File: src/logic/motor_drive_consts.svh
// Constants for the motor drive command decoder: addresses, fields, timing
`ifndef MOTOR_DRIVE_CONSTS_SVH
`define MOTOR_DRIVE_CONSTS_SVH

// ----------------------------------------------------------------
// Command byte addresses
// ----------------------------------------------------------------
`define ADDR_MOTOR_SELECT 4'h2
`define ADDR_STEP_COUNT_LOW 4'h6
`define ADDR_STEP_COUNT_HIGH 4'h7
`define ADDR_DC_CONTROL 4'h4
`define ADDR_CC_CONTROL 4'h5

// ----------------------------------------------------------------
// Motor select codes
// ----------------------------------------------------------------
`define SEL_STEP1 3'h0
`define SEL_STEP2 3'h1
`define SEL_DC1 3'h2
`define SEL_DC2 3'h3
`define SEL_CC1 3'h4
`define SEL_CC2 3'h5
`define SEL_RESET 3'h7

// ----------------------------------------------------------------
// Field layout and scaling
// ----------------------------------------------------------------
`define STEP_HIGH_WEIGHT 17'h00100
`define DUTY_STEPS 22'h000020
`define DUTY_SHIFT 5
`define VREF_STEP_MV 10'h014
`define VREF_MIN_MV 10'h064
`define VREF_MAX_MV 10'h1f4
`define PERIOD_MAX 16'hffff

// ----------------------------------------------------------------
// Timing
// ----------------------------------------------------------------
`define CLK_MHZ 200
`define RC_NOMINAL_KHZ 100
`define STEP_UNIT_US 100
`define STEP_INTERVAL_CYC (`STEP_UNIT_US * `CLK_MHZ)

`endif

File: src/logic/motor_drive_pkg.sv
// Types shared by the motor drive command decoder
package motor_drive_pkg;

	typedef struct packed {
		logic [4:0] duty;
		logic brake;
		logic dir;
		logic run;
	} dc_ctrl_t;

	typedef struct packed {
		logic [4:0] level;
		logic spare;
		logic dir;
		logic en;
	} cc_ctrl_t;

	typedef struct packed {
		logic a;
		logic a_oe;
		logic b;
		logic b_oe;
	} bridge_t;

	typedef enum logic [0:0] {
		ST_IDLE,
		ST_RUN
	} step_state_t;

endpackage

File: src/logic/pwm_slice.sv
// One PWM channel timed against the measured oscillator period
`timescale 1ns/1ps
module pwm_slice #(
	parameter int WIDTH = 16
) (
	input wire logic clk,
	input wire logic sys_rst,
	input wire logic period_start,
	input wire logic [WIDTH-1:0] on_cycles,
	input wire logic full_on,
	output logic pwm_on
);
	typedef struct packed {
		logic [WIDTH-1:0] cnt;
		logic on;
	} pwm_state_t;

	pwm_state_t s_q;
	pwm_state_t s_d;

	if (WIDTH < 4) begin : g_chk
		$error("pwm_slice WIDTH too small");
	end

	always_comb begin
		s_d = s_q;
		if (period_start) begin
			s_d.cnt = {{(WIDTH-1){1'b0}}, 1'b1};
			s_d.on = full_on || (on_cycles != '0);
		end else begin
			if (s_q.cnt != '1) begin
				s_d.cnt = s_q.cnt + 1'b1;
			end
			s_d.on = full_on || (s_q.cnt < on_cycles);
		end
	end

	always_ff @(posedge clk or posedge sys_rst) begin
		if (sys_rst) begin
			s_q <= '0;
		end else begin
			s_q <= s_d;
		end
	end

	assign pwm_on = s_q.on;
endmodule

File: src/logic/step_counter.sv
// Stepper pulse counter: emits the loaded number of step pulses
`timescale 1ns/1ps
`include "motor_drive_consts.svh"
module step_counter #(
	parameter int INTERVAL_CYC = `STEP_INTERVAL_CYC
) (
	input wire logic clk,
	input wire logic sys_rst,
	input wire logic load,
	input wire logic [15:0] count,
	output logic step_pulse,
	output logic [2:0] phase,
	output logic busy
);
	localparam int TW = $clog2(INTERVAL_CYC + 1);

	typedef struct packed {
		motor_drive_pkg::step_state_t state;
		logic [15:0] remaining;
		logic [TW-1:0] timer;
		logic pulse;
		logic [2:0] phase;
	} step_state_s_t;

	step_state_s_t s_q;
	step_state_s_t s_d;

	if (INTERVAL_CYC < 2) begin : g_chk
		$error("step_counter INTERVAL_CYC must be at least 2");
	end

	always_comb begin
		s_d = s_q;
		s_d.pulse = 1'b0;
		case (s_q.state)
			motor_drive_pkg::ST_IDLE: begin
				if (load && count != 16'h0000) begin
					s_d.remaining = count;
					s_d.timer = TW'(INTERVAL_CYC - 1);
					s_d.state = motor_drive_pkg::ST_RUN;
				end
			end
			motor_drive_pkg::ST_RUN: begin
				if (load) begin
					s_d.remaining = count;
					s_d.timer = TW'(INTERVAL_CYC - 1);
					if (count == 16'h0000) begin
						s_d.state = motor_drive_pkg::ST_IDLE;
					end
				end else if (s_q.timer != '0) begin
					s_d.timer = s_q.timer - 1'b1;
				end else begin
					s_d.pulse = 1'b1;
					s_d.phase = s_q.phase + 3'h1;
					s_d.remaining = s_q.remaining - 16'h0001;
					s_d.timer = TW'(INTERVAL_CYC - 1);
					if (s_q.remaining == 16'h0001) begin
						s_d.state = motor_drive_pkg::ST_IDLE;
					end
				end
			end
			default: begin
				s_d.state = motor_drive_pkg::ST_IDLE;
			end
		endcase
	end

	always_ff @(posedge clk or posedge sys_rst) begin
		if (sys_rst) begin
			s_q <= '0;
		end else begin
			s_q <= s_d;
		end
	end

	assign step_pulse = s_q.pulse;
	assign phase = s_q.phase;
	assign busy = (s_q.state == motor_drive_pkg::ST_RUN);
endmodule

File: src/logic/motor_drive_command_decode.sv
// Command byte decoder and output stage control for stepper, DC and constant-current channels
`timescale 1ns/1ps
`include "motor_drive_consts.svh"
module motor_drive_command_decode #(
	parameter int STEP_INTERVAL_CYC = `STEP_INTERVAL_CYC
) (
	input wire logic clk,
	input wire logic sys_rst,
	input wire logic reg_wr,
	input wire logic [3:0] reg_addr,
	input wire logic [7:0] reg_data,
	input wire logic pwm_rc_oscillator_input,
	input wire logic [1:0] current_trip,
	output motor_drive_pkg::bridge_t [1:0] dc_bridge,
	output motor_drive_pkg::bridge_t [1:0] cc_bridge,
	output logic [1:0][9:0] cc_vref_mv,
	output logic [1:0] step_pulse,
	output logic [1:0][2:0] step_phase,
	output logic [1:0] step_busy,
	output logic [15:0] rc_period_cycles,
	output logic cmd_reject
);

	// ----------------------------------------------------------------
	// Helper functions
	// ----------------------------------------------------------------
	function automatic motor_drive_pkg::bridge_t bridge_drive(
		input logic run,
		input logic dir,
		input logic on,
		input logic brake
	);
		motor_drive_pkg::bridge_t r;
		r = '0;
		if (run) begin
			r.a_oe = 1'b1;
			r.b_oe = 1'b1;
			r.a = on & ~dir;
			r.b = on & dir;
		end else if (brake) begin
			r.a = 1'b1;
			r.b = 1'b1;
			r.a_oe = 1'b1;
			r.b_oe = 1'b1;
		end
		return r;
	endfunction

	function automatic logic [15:0] duty_on_time(input logic [4:0] duty, input logic [15:0] period);
		logic [21:0] p;
		p = (22'(duty) + 22'h000001) * 22'(period);
		return p[`DUTY_SHIFT +: 16];
	endfunction

	function automatic logic [9:0] vref_decode(input logic [4:0] level);
		logic [9:0] mv;
		mv = 10'(level) * `VREF_STEP_MV;
		if (mv < `VREF_MIN_MV) begin
			mv = `VREF_MIN_MV;
		end else if (mv > `VREF_MAX_MV) begin
			mv = `VREF_MAX_MV;
		end
		return mv;
	endfunction

	function automatic logic sel_pair(input logic [2:0] sel, input logic [2:0] first);
		logic hit;
		hit = (sel == first) || (sel == first + 3'h1);
		return hit;
	endfunction

	function automatic logic sel_index(input logic [2:0] sel);
		logic idx;
		idx = sel[0];
		return idx;
	endfunction

	// ----------------------------------------------------------------
	// State
	// ----------------------------------------------------------------
	typedef struct packed {
		logic rc_meta;
		logic rc_sync;
		logic rc_prev;
		logic [1:0] trip_meta;
		logic [1:0] trip_sync;
		logic [2:0] sel;
		logic [7:0] step_low;
		logic [15:0] step_count;
		logic [1:0] step_load;
		motor_drive_pkg::dc_ctrl_t [1:0] dc;
		motor_drive_pkg::cc_ctrl_t [1:0] cc;
		logic [15:0] period_cnt;
		logic [15:0] period;
		logic [1:0] chop;
		motor_drive_pkg::bridge_t [1:0] dc_out;
		motor_drive_pkg::bridge_t [1:0] cc_out;
		logic [1:0][9:0] vref;
		logic reject;
		logic [1:0] pulse_out;
		logic [1:0][2:0] phase_out;
		logic [1:0] busy_out;
	} top_state_t;

	top_state_t s_q;
	top_state_t s_d;

	logic rc_rise;
	logic [1:0] dc_pwm;
	logic [1:0] step_pulse_w;
	logic [1:0][2:0] step_phase_w;
	logic [1:0] step_busy_w;

	assign rc_rise = s_q.rc_sync & ~s_q.rc_prev;

	if (STEP_INTERVAL_CYC < 2) begin : g_chk
		$error("STEP_INTERVAL_CYC must be at least 2");
	end

	if ((1 << `DUTY_SHIFT) != `DUTY_STEPS) begin : g_duty_chk
		$error("Duty shift does not match the duty step count");
	end

	if (`VREF_MIN_MV > `VREF_MAX_MV) begin : g_vref_chk
		$error("Reference voltage limits inverted");
	end

	if (`VREF_STEP_MV * 31 > 1023) begin : g_vref_width_chk
		$error("Reference voltage product overflows its width");
	end

	// ----------------------------------------------------------------
	// DC motor PWM slices
	// ----------------------------------------------------------------
	for (genvar i = 0; i < 2; i++) begin : g_pwm
		pwm_slice #(
			.WIDTH(16)
		) u_dc_pwm (
			.clk(clk),
			.sys_rst(sys_rst),
			.period_start(rc_rise),
			.on_cycles(duty_on_time(s_q.dc[i].duty, s_q.period)),
			.full_on(s_q.dc[i].duty == 5'h1f),
			.pwm_on(dc_pwm[i])
		);
	end

	// ----------------------------------------------------------------
	// Stepper pulse counters
	// ----------------------------------------------------------------
	for (genvar i = 0; i < 2; i++) begin : g_step
		step_counter #(
			.INTERVAL_CYC(STEP_INTERVAL_CYC)
		) u_step (
			.clk(clk),
			.sys_rst(sys_rst),
			.load(s_q.step_load[i]),
			.count(s_q.step_count),
			.step_pulse(step_pulse_w[i]),
			.phase(step_phase_w[i]),
			.busy(step_busy_w[i])
		);
	end

	// ----------------------------------------------------------------
	// Next state
	// ----------------------------------------------------------------
	always_comb begin
		logic [16:0] full_count;
		full_count = '0;
		s_d = s_q;

		// ----------------------------------------------------------------
		// Two-flop synchronisers for the pins
		// ----------------------------------------------------------------
		s_d.rc_meta = pwm_rc_oscillator_input;
		s_d.rc_sync = s_q.rc_meta;
		s_d.rc_prev = s_q.rc_sync;
		s_d.trip_meta = current_trip;
		s_d.trip_sync = s_q.trip_meta;

		// ----------------------------------------------------------------
		// Oscillator period measurement
		// ----------------------------------------------------------------
		if (rc_rise) begin
			s_d.period = s_q.period_cnt;
			s_d.period_cnt = 16'h0001;
		end else if (s_q.period_cnt != `PERIOD_MAX) begin
			s_d.period_cnt = s_q.period_cnt + 16'h0001;
		end

		// ----------------------------------------------------------------
		// Command bytes
		// ----------------------------------------------------------------
		s_d.step_load = 2'b00;
		s_d.reject = 1'b0;
		if (reg_wr) begin
			case (reg_addr)
				`ADDR_MOTOR_SELECT: begin
					s_d.sel = reg_data[2:0];
				end
				`ADDR_STEP_COUNT_LOW: begin
					if (sel_pair(s_q.sel, `SEL_STEP1)) begin
						s_d.step_low = reg_data;
					end else begin
						s_d.reject = 1'b1;
					end
				end
				`ADDR_STEP_COUNT_HIGH: begin
					if (sel_pair(s_q.sel, `SEL_STEP1)) begin
						full_count = 17'(reg_data) * `STEP_HIGH_WEIGHT + 17'(s_q.step_low);
						s_d.step_count = full_count[15:0];
						s_d.step_load[sel_index(s_q.sel)] = 1'b1;
					end else begin
						s_d.reject = 1'b1;
					end
				end
				`ADDR_DC_CONTROL: begin
					if (sel_pair(s_q.sel, `SEL_DC1)) begin
						s_d.dc[sel_index(s_q.sel)] = motor_drive_pkg::dc_ctrl_t'(reg_data);
					end else begin
						s_d.reject = 1'b1;
					end
				end
				`ADDR_CC_CONTROL: begin
					if (sel_pair(s_q.sel, `SEL_CC1)) begin
						s_d.cc[sel_index(s_q.sel)] = motor_drive_pkg::cc_ctrl_t'(reg_data);
						s_d.cc[sel_index(s_q.sel)].spare = 1'b0;
					end else begin
						s_d.reject = 1'b1;
					end
				end
				default: begin
					s_d.reject = 1'b1;
				end
			endcase
		end

		// ----------------------------------------------------------------
		// Chopper latch
		// ----------------------------------------------------------------
		for (int i = 0; i < 2; i++) begin
			if (rc_rise) begin
				s_d.chop[i] = 1'b1;
			end else if (s_q.trip_sync[i]) begin
				s_d.chop[i] = 1'b0;
			end
		end

		// ----------------------------------------------------------------
		// Bridge drive and reference voltage
		// ----------------------------------------------------------------
		for (int i = 0; i < 2; i++) begin
			s_d.dc_out[i] = bridge_drive(s_q.dc[i].run, s_q.dc[i].dir, dc_pwm[i], s_q.dc[i].brake);
			s_d.cc_out[i] = bridge_drive(s_q.cc[i].en, s_q.cc[i].dir, s_q.chop[i], 1'b0);
			s_d.vref[i] = vref_decode(s_q.cc[i].level);
		end

		// ----------------------------------------------------------------
		// Stepper outputs
		// ----------------------------------------------------------------
		s_d.pulse_out = step_pulse_w;
		s_d.phase_out = step_phase_w;
		s_d.busy_out = step_busy_w;
	end

	always_ff @(posedge clk or posedge sys_rst) begin
		if (sys_rst) begin
			s_q <= '0;
			s_q.sel <= `SEL_RESET;
			s_q.vref <= {`VREF_MIN_MV, `VREF_MIN_MV};
		end else begin
			s_q <= s_d;
		end
	end

	// ----------------------------------------------------------------
	// Outputs
	// ----------------------------------------------------------------
	assign dc_bridge = s_q.dc_out;
	assign cc_bridge = s_q.cc_out;
	assign cc_vref_mv = s_q.vref;
	assign step_pulse = s_q.pulse_out;
	assign step_phase = s_q.phase_out;
	assign step_busy = s_q.busy_out;
	assign rc_period_cycles = s_q.period;
	assign cmd_reject = s_q.reject;
endmodule

File: config.mk
export PLATFORM = sky130hd
export DESIGN_NAME = motor_drive_command_decode
export DESIGN_NICKNAME = d
export VERILOG_FILES = /design/src/logic/motor_drive_pkg.sv /design/src/logic/pwm_slice.sv /design/src/logic/step_counter.sv /design/src/logic/motor_drive_command_decode.sv
export VERILOG_INCLUDE_DIRS = /design/src /design/src/logic
export SDC_FILE = /design/constraint.sdc
export NUM_CORES = 1
export LEC_CHECK = 0
export BUFFER_PORTS_ARGS = -buffer_cell sky130_fd_sc_hd__buf_2
export CORE_MARGIN = 2
export CORE_UTILIZATION = 55
export DETAILED_ROUTE_END_ITERATION = 7
export PLACE_DENSITY = 0.72
export SETUP_SLACK_MARGIN = 0.5
export SLEW_MARGIN = 20
export SYNTH_ARGS = -nofsm -noshare
export SYNTH_HDL_FRONTEND = slang
export SYNTH_SLANG_ARGS = --single-unit
File: constraint.sdc
create_clock -name clk -period 18.9 [get_ports clk]
set_input_delay 0.945 -clock clk [delete_from_list [all_inputs] [get_ports clk]]
set_output_delay 0.945 -clock clk [all_outputs]
set_load 0.01 [all_outputs]
### Word level (Yosys, flattened, before mapping)

Index checks and enable logic that the tools add are counted.

| word-level totals | value |
|---|---|
| word-level logic and storage cells | 223 |
| output and inout port bits | 63 |
| register bits after elaboration | 255 |

| operators by class | value |
|---|---|
| mux-type cells | 60 |
| bitwise logic cells | 20 |
| multiply operators | 4 |
| equality and inequality tests | 21 |
| add/subtract/negate cells | 12 |
| order comparisons | 8 |
| reductions and logical operators | 32 |

Operator list:

| kind | count |
|---|---|
| 16-bit 2-to-1 mux | 8 |
| 32-bit 2-to-1 mux | 4 |
| 32-bit case mux with 2 select lines | 2 |
| 17-bit 2-to-1 mux | 4 |
| 16-bit by 1-bit adder with 16-bit output, second input constant | 3 |
| 16-bit bitwise mux | 3 |
| 4-bit 2-to-1 mux | 12 |
| 16-bit != test, second input constant | 3 |
| 16-bit nonzero test | 3 |
| 6-bit by 16-bit multiplier with 21-bit output | 2 |
| 10-bit 2-to-1 mux | 4 |
| 34-bit 2-to-1 mux | 1 |
| 16-bit by 1-bit equality test with 1-bit output, second input constant | 2 |
| 16-bit < comparator | 2 |
| 16-bit by 1-bit subtractor with 16-bit output, second input constant | 2 |
| 15-bit 2-to-1 mux | 2 |
| 15-bit nonzero test | 2 |
| 15-bit by 1-bit subtractor with 15-bit output, second input constant | 2 |
| 10-bit by 9-bit > comparator with 1-bit output, second input constant | 2 |
| 10-bit by 7-bit < comparator with 1-bit output, second input constant | 2 |
| 3-bit AND reduction | 6 |
| 16-bit by 8-bit adder with 16-bit output | 1 |
| 8-bit demux with 1-bit select | 2 |
| 4-bit by 3-bit equality test with 1-bit output, second input constant | 4 |
| 27 further kinds | 79 |

### Logic depth before layout (Yosys ltp)

| depth | value |
|---|---|
| word-level depth | 9 |
| depth in mapped cells | 27 |
| mapped depth without buffers | 26 |

### Modules after synthesis

A second synthesis with hierarchy kept.

| unflattened totals | value |
|---|---|
| cell total of the unflattened synthesis | 2,024 |
| area total of the unflattened synthesis | 18,958.2 µm² |

Modules (own cells, without submodules):

| module | seq. area each (µm²) | area each (µm²) | cells each | times used |
|---|---|---|---|---|
| motor_drive_command_decode | 3,489.6 | 11,813.8 | 1,200 | 1 |
| step_counter | 900.9 | 2,290.9 | 264 | 2 |
| pwm_slice | 425.4 | 1,281.2 | 148 | 2 |

### Worst setup path after synthesis

Ideal clock, no wire load.

| path | value |
|---|---|
| path type | register to register |
| from | reg with a tool-made name |
| to | reg g_pwm[1].u_dc_pwm.s_q (netlist bit g_pwm[1].u_dc_pwm.pwm_on) |
| path slack | 12.451 ns |
| cell stages (with the launch flop) | 25 |
| clock period less this slack | 6.449 ns |
| library setup time | 0.133 ns |
| path buffers | 1 |
| arrival | 6.316 ns |
| required time | 18.767 ns |
| cell sequence | dfrtp_1 -> ha_1 -> and3_1 -> ha_1 -> clkbuf_1 -> nand2_1 -> fa_1 -> fa_1 -> fa_1 -> inv_1 -> ha_1 -> and4b_1 -> a221o_1 -> a31oi_2 -> o211ai_1 -> and3_1 -> or2_1 -> ha_1 -> o21ai_0 -> o21ai_0 -> a21boi_0 -> a2111oi_0 -> nand4_1 -> nor3_1 -> a31oi_1 |

RTL lines:

| item | line | text |
|---|---|---|
| to (signal assigned) | pwm_slice.sv:40 | `s_q <= '0;` |
| to (signal assigned) | pwm_slice.sv:42 | `s_q <= s_d;` |
| to (decl) | pwm_slice.sv:18 | `pwm_state_t s_q;` |

==> results.cfg <==
[floorplan]
fp-row-count = 66
chipHeight_um = 186
die_x_um = 186
initial_core_util_pct = 56.0
io_pins = 81
dieArea_um2 = 34800
core_um2 = 32700

[sta]
maxSlewHeadroom_pct = 25.4
timing.hold.ws_ns = 0.341
slew_viol_final = 0
setup-violations-final = 0
period_minus_slack_ns = 7.52
hold_viol = 0
tightest_slew_ns = 1.11
max_freq_mhz = 133
fin_crit_sh_pct = 39.8
final.setup.tns_ns = 0
grt_setup_unrepaired = false
clock_skew_ns = 0.0133

[drt]
route.final.wire_length_mm = 39.8
drc = 0
firstDrtPassIters = 5
wl_per_cell_um = 16.4
drt_iter0_drc = 805
vias = 13851
ant_nets = 0
via_per_inst = 5.72

[synth]
synth_edf_count = 0
synth_mux_area_share_pct = 3.83
ys_types = 78
ys.warnings.count = 0
synth.yosys.seq_area_share_pct = 33.5
synth-simple-area-share_pct = 20.8
synthAdderAreaFrac_pct = 19.7
syn-mean-instance-area_um2 = 9.33
syn_inst = 1963
ys_ff_latch = 245
synth_top_family_by_area = simple AND/OR/NAND/NOR gates
synth_compound_area_share_pct = 10.6
synth-async-reset-ratio_pct = 100
synthFlopType = dfrtp_1
synth_xor_area_share_pct = 3.78
netlist_area_um2 = 18300

[critical_path]
crit_family = adder cells
crit_path_start_kind = register
critPathRequiredTime_ns = 19.35
reg2reg_to = g_pwm[1].u_dc_pwm.pwm_on
path_max_fanout = 17
critPathMaxStageDelay_ns = 0.86
r2r_setup_slack_ns = 11.38
crit_slowest_cell = xor2_1
crit_end = g_pwm[1].u_dc_pwm.pwm_on
path_cells = ha_1 -> xor2_1 -> and2_1 -> fa_1 -> inv_1 -> fa_1 -> fa_1 -> inv_1 -> ha_1 -> and4b_1 -> a221o_1 -> a31oi_2 -> o211ai_1 -> a31oi_1 -> o21bai_1 -> xnor2_1 -> ha_1 -> nor2_1 -> o21ai_0 -> a21boi_0 -> a2111oi_0 -> nand4_1 -> nor3_1 -> a31oi_1
reg2reg_depth = 24
cp.depth = 24
path_class = reg2reg
arrival_ns = 7.97
crit_path_end_kind = register
cp_num_buf_inv = 2

[finish]
antenna_cells = 0
final_cell_mix = 236 x dfrtp_1, 189 x inv_1, 184 x nand2_1, 131 x nor2_1, 115 x and2_1
drive_gt1_share_pct = 11.0
final_area_um2 = 19600
final_core_util_pct = 60.1
area_delta_synth_final_pct = 7.23
fillers = 2843
final_nets = 2196
final_common_cell = dfrtp_1
multi_input_area_um2 = 10800
seq_area_um2 = 6140

[placement]
placed_area_um2 = 18600
dp_hpwl_mm = 28.9
portBuffers = 76
gp_congestion = 0.898

[power]
power.density_nw_per_um2 = 86.1
p_leak_uw = 0.00958
vdd_drop_max_mv = 0.0644

[global_route]
first_global_vias = 13892
grt_max_degree = 131
track_usage_pct = 23.4
antenna_found_initial = 1
grt_pass1_wl_mm = 67.8
overflow = 0

[cts]
htree_levels = 1
postCtsResizedCells = 0
cts-root-buf = clkbuf_16
ctsHoldBuffers = 0
cts_made_buffers = 28
cts_tree = done
clkLatencyLatePin_ns = 0.58
cts_buffer_depth = 3
cts_sinks = 245
cts_setup_buffers = 0
cts.reportedPaths.clkPinSlew_ns = 0.07

[job]
cap_violations = 0

[min_path]
hold_class = reg2reg

[run_status]
status = finished clean
[through the flow]
| stage | setup WS [ns] | total power (uW) | instances |
|---|---|---|---|
| 6_report | 11.38 | 1690 | 2420 |
| 5_1_grt | 10.89 | 1800 | 2420 |
| 4_1_cts | 11.45 | 1700 | 2420 |
| 2_1_floorplan | 11.24 | 1020 | 1968 |
| 3_5_place_dp | 11.50 | 1130 | 2369 |
| 3_3_place_gp | 11.72 | 1110 | 2369 |
[layout make-up]
type | instances | area share (%)
multi-input cells | 1408 | 55.1
well taps | 442 | 2.82
flip-flops and latches | 245 | 31.3
repair buffers | 82 | 2.17
clock buffers | 32 | 3.80
inverters | 192 | 3.71
clock inverters | 19 | 1.18
[worst min-delay path by stage]
stage,endpoint,start,depth (start not counted),slack (ns)
floorplan,s_d[146],s_d[147],0,0.33
global placement,step_pulse[1],g_step[1].u_step.step_pulse,0,0.33
detailed placement,s_q[143],s_d[143],0,0.34
CTS,s_q[142],s_d[142],0,0.35
global route,s_q[142],s_d[142],0,0.35
finish,s_q[142],s_d[142],0,0.34
[worst register-to-register path, delay by kind of cell, from the launching register on]
| family | cells | cell delay [ns] |
|---|---|---|
| adder cells (fa/ha/maj) | 6 | 2.29 |
| AO/OA/AOI/OAI | 9 | 2.22 |
| XOR/XNOR | 2 | 1.11 |
| AND/OR/NAND/NOR | 5 | 0.93 |
| flip-flops | 1 | 0.72 |
| buffers and inverters | 2 | 0.14 |
[routing by layer]
metal | track usage (%) | vias up | share of wire (%)
met5 | 0 | - | 0
met3 | 4.38 | 70 | 5.6
met2 | 39.6 | 342 | 49
li1 | - | 6522 | -
met1 | 30.7 | 6917 | 43
met4 | 6.78 | 0 | 2.7
[cells in the mapped netlist (5+ instances only)]
| cell | count | area [um^2] |
|---|---|---|
| dfrtp_1 | 236 | 5910 |
| inv_1 | 190 | 713 |
| nand2_1 | 184 | 691 |
| nor2_1 | 131 | 492 |
| and2_1 | 115 | 719 |
| fa_1 | 112 | 2240 |
| ha_1 | 109 | 1360 |
| a21oi_1 | 72 | 360 |
| nor2b_1 | 71 | 444 |
| o21ai_0 | 64 | 320 |
| buf_4 | 62 | 465 |
| clkbuf_1 | 61 | 229 |
| mux2_2 | 57 | 642 |
| nor3_1 | 46 | 230 |
| xnor2_1 | 46 | 403 |
| nand3_1 | 38 | 190 |
| o21ai_1 | 34 | 170 |
| xor2_1 | 33 | 289 |
| nand2b_1 | 30 | 188 |
| and3_1 | 27 | 169 |
| nand4_1 | 23 | 144 |
| or3_1 | 18 | 113 |
| nor4_1 | 15 | 93.8 |
| a31oi_1 | 12 | 75.1 |
| a21o_1 | 11 | 82.6 |
| a221o_1 | 10 | 100 |
| a22oi_1 | 10 | 75.1 |
| a211oi_1 | 9 | 67.6 |
| and4_1 | 9 | 78.8 |
| dfstp_2 | 9 | 236 |
| nand3b_1 | 8 | 60.1 |
| o21a_1 | 8 | 60.1 |
| o31ai_1 | 7 | 52.6 |
| mux2i_1 | 6 | 60.1 |
| o211ai_1 | 6 | 45.0 |
| nor3b_1 | 5 | 37.5 |
[logic make-up after synthesis]
family	count (synthesis)
AOI/OAI and AO/OA	299
xor gates and xnor gates	79
adders and majority gates	221
buffers and inverters	315
DFF	245
muxes	63
other	1
and+or+nand+nor	740
[where the power goes]
group	total, uW	switching, uW	internal (uW)
combinational	382	220	161
clock	566	238	328
sequential	742	113	629
total	1690	572	1120
Note: power is estimated with default switching activity, not from simulation.
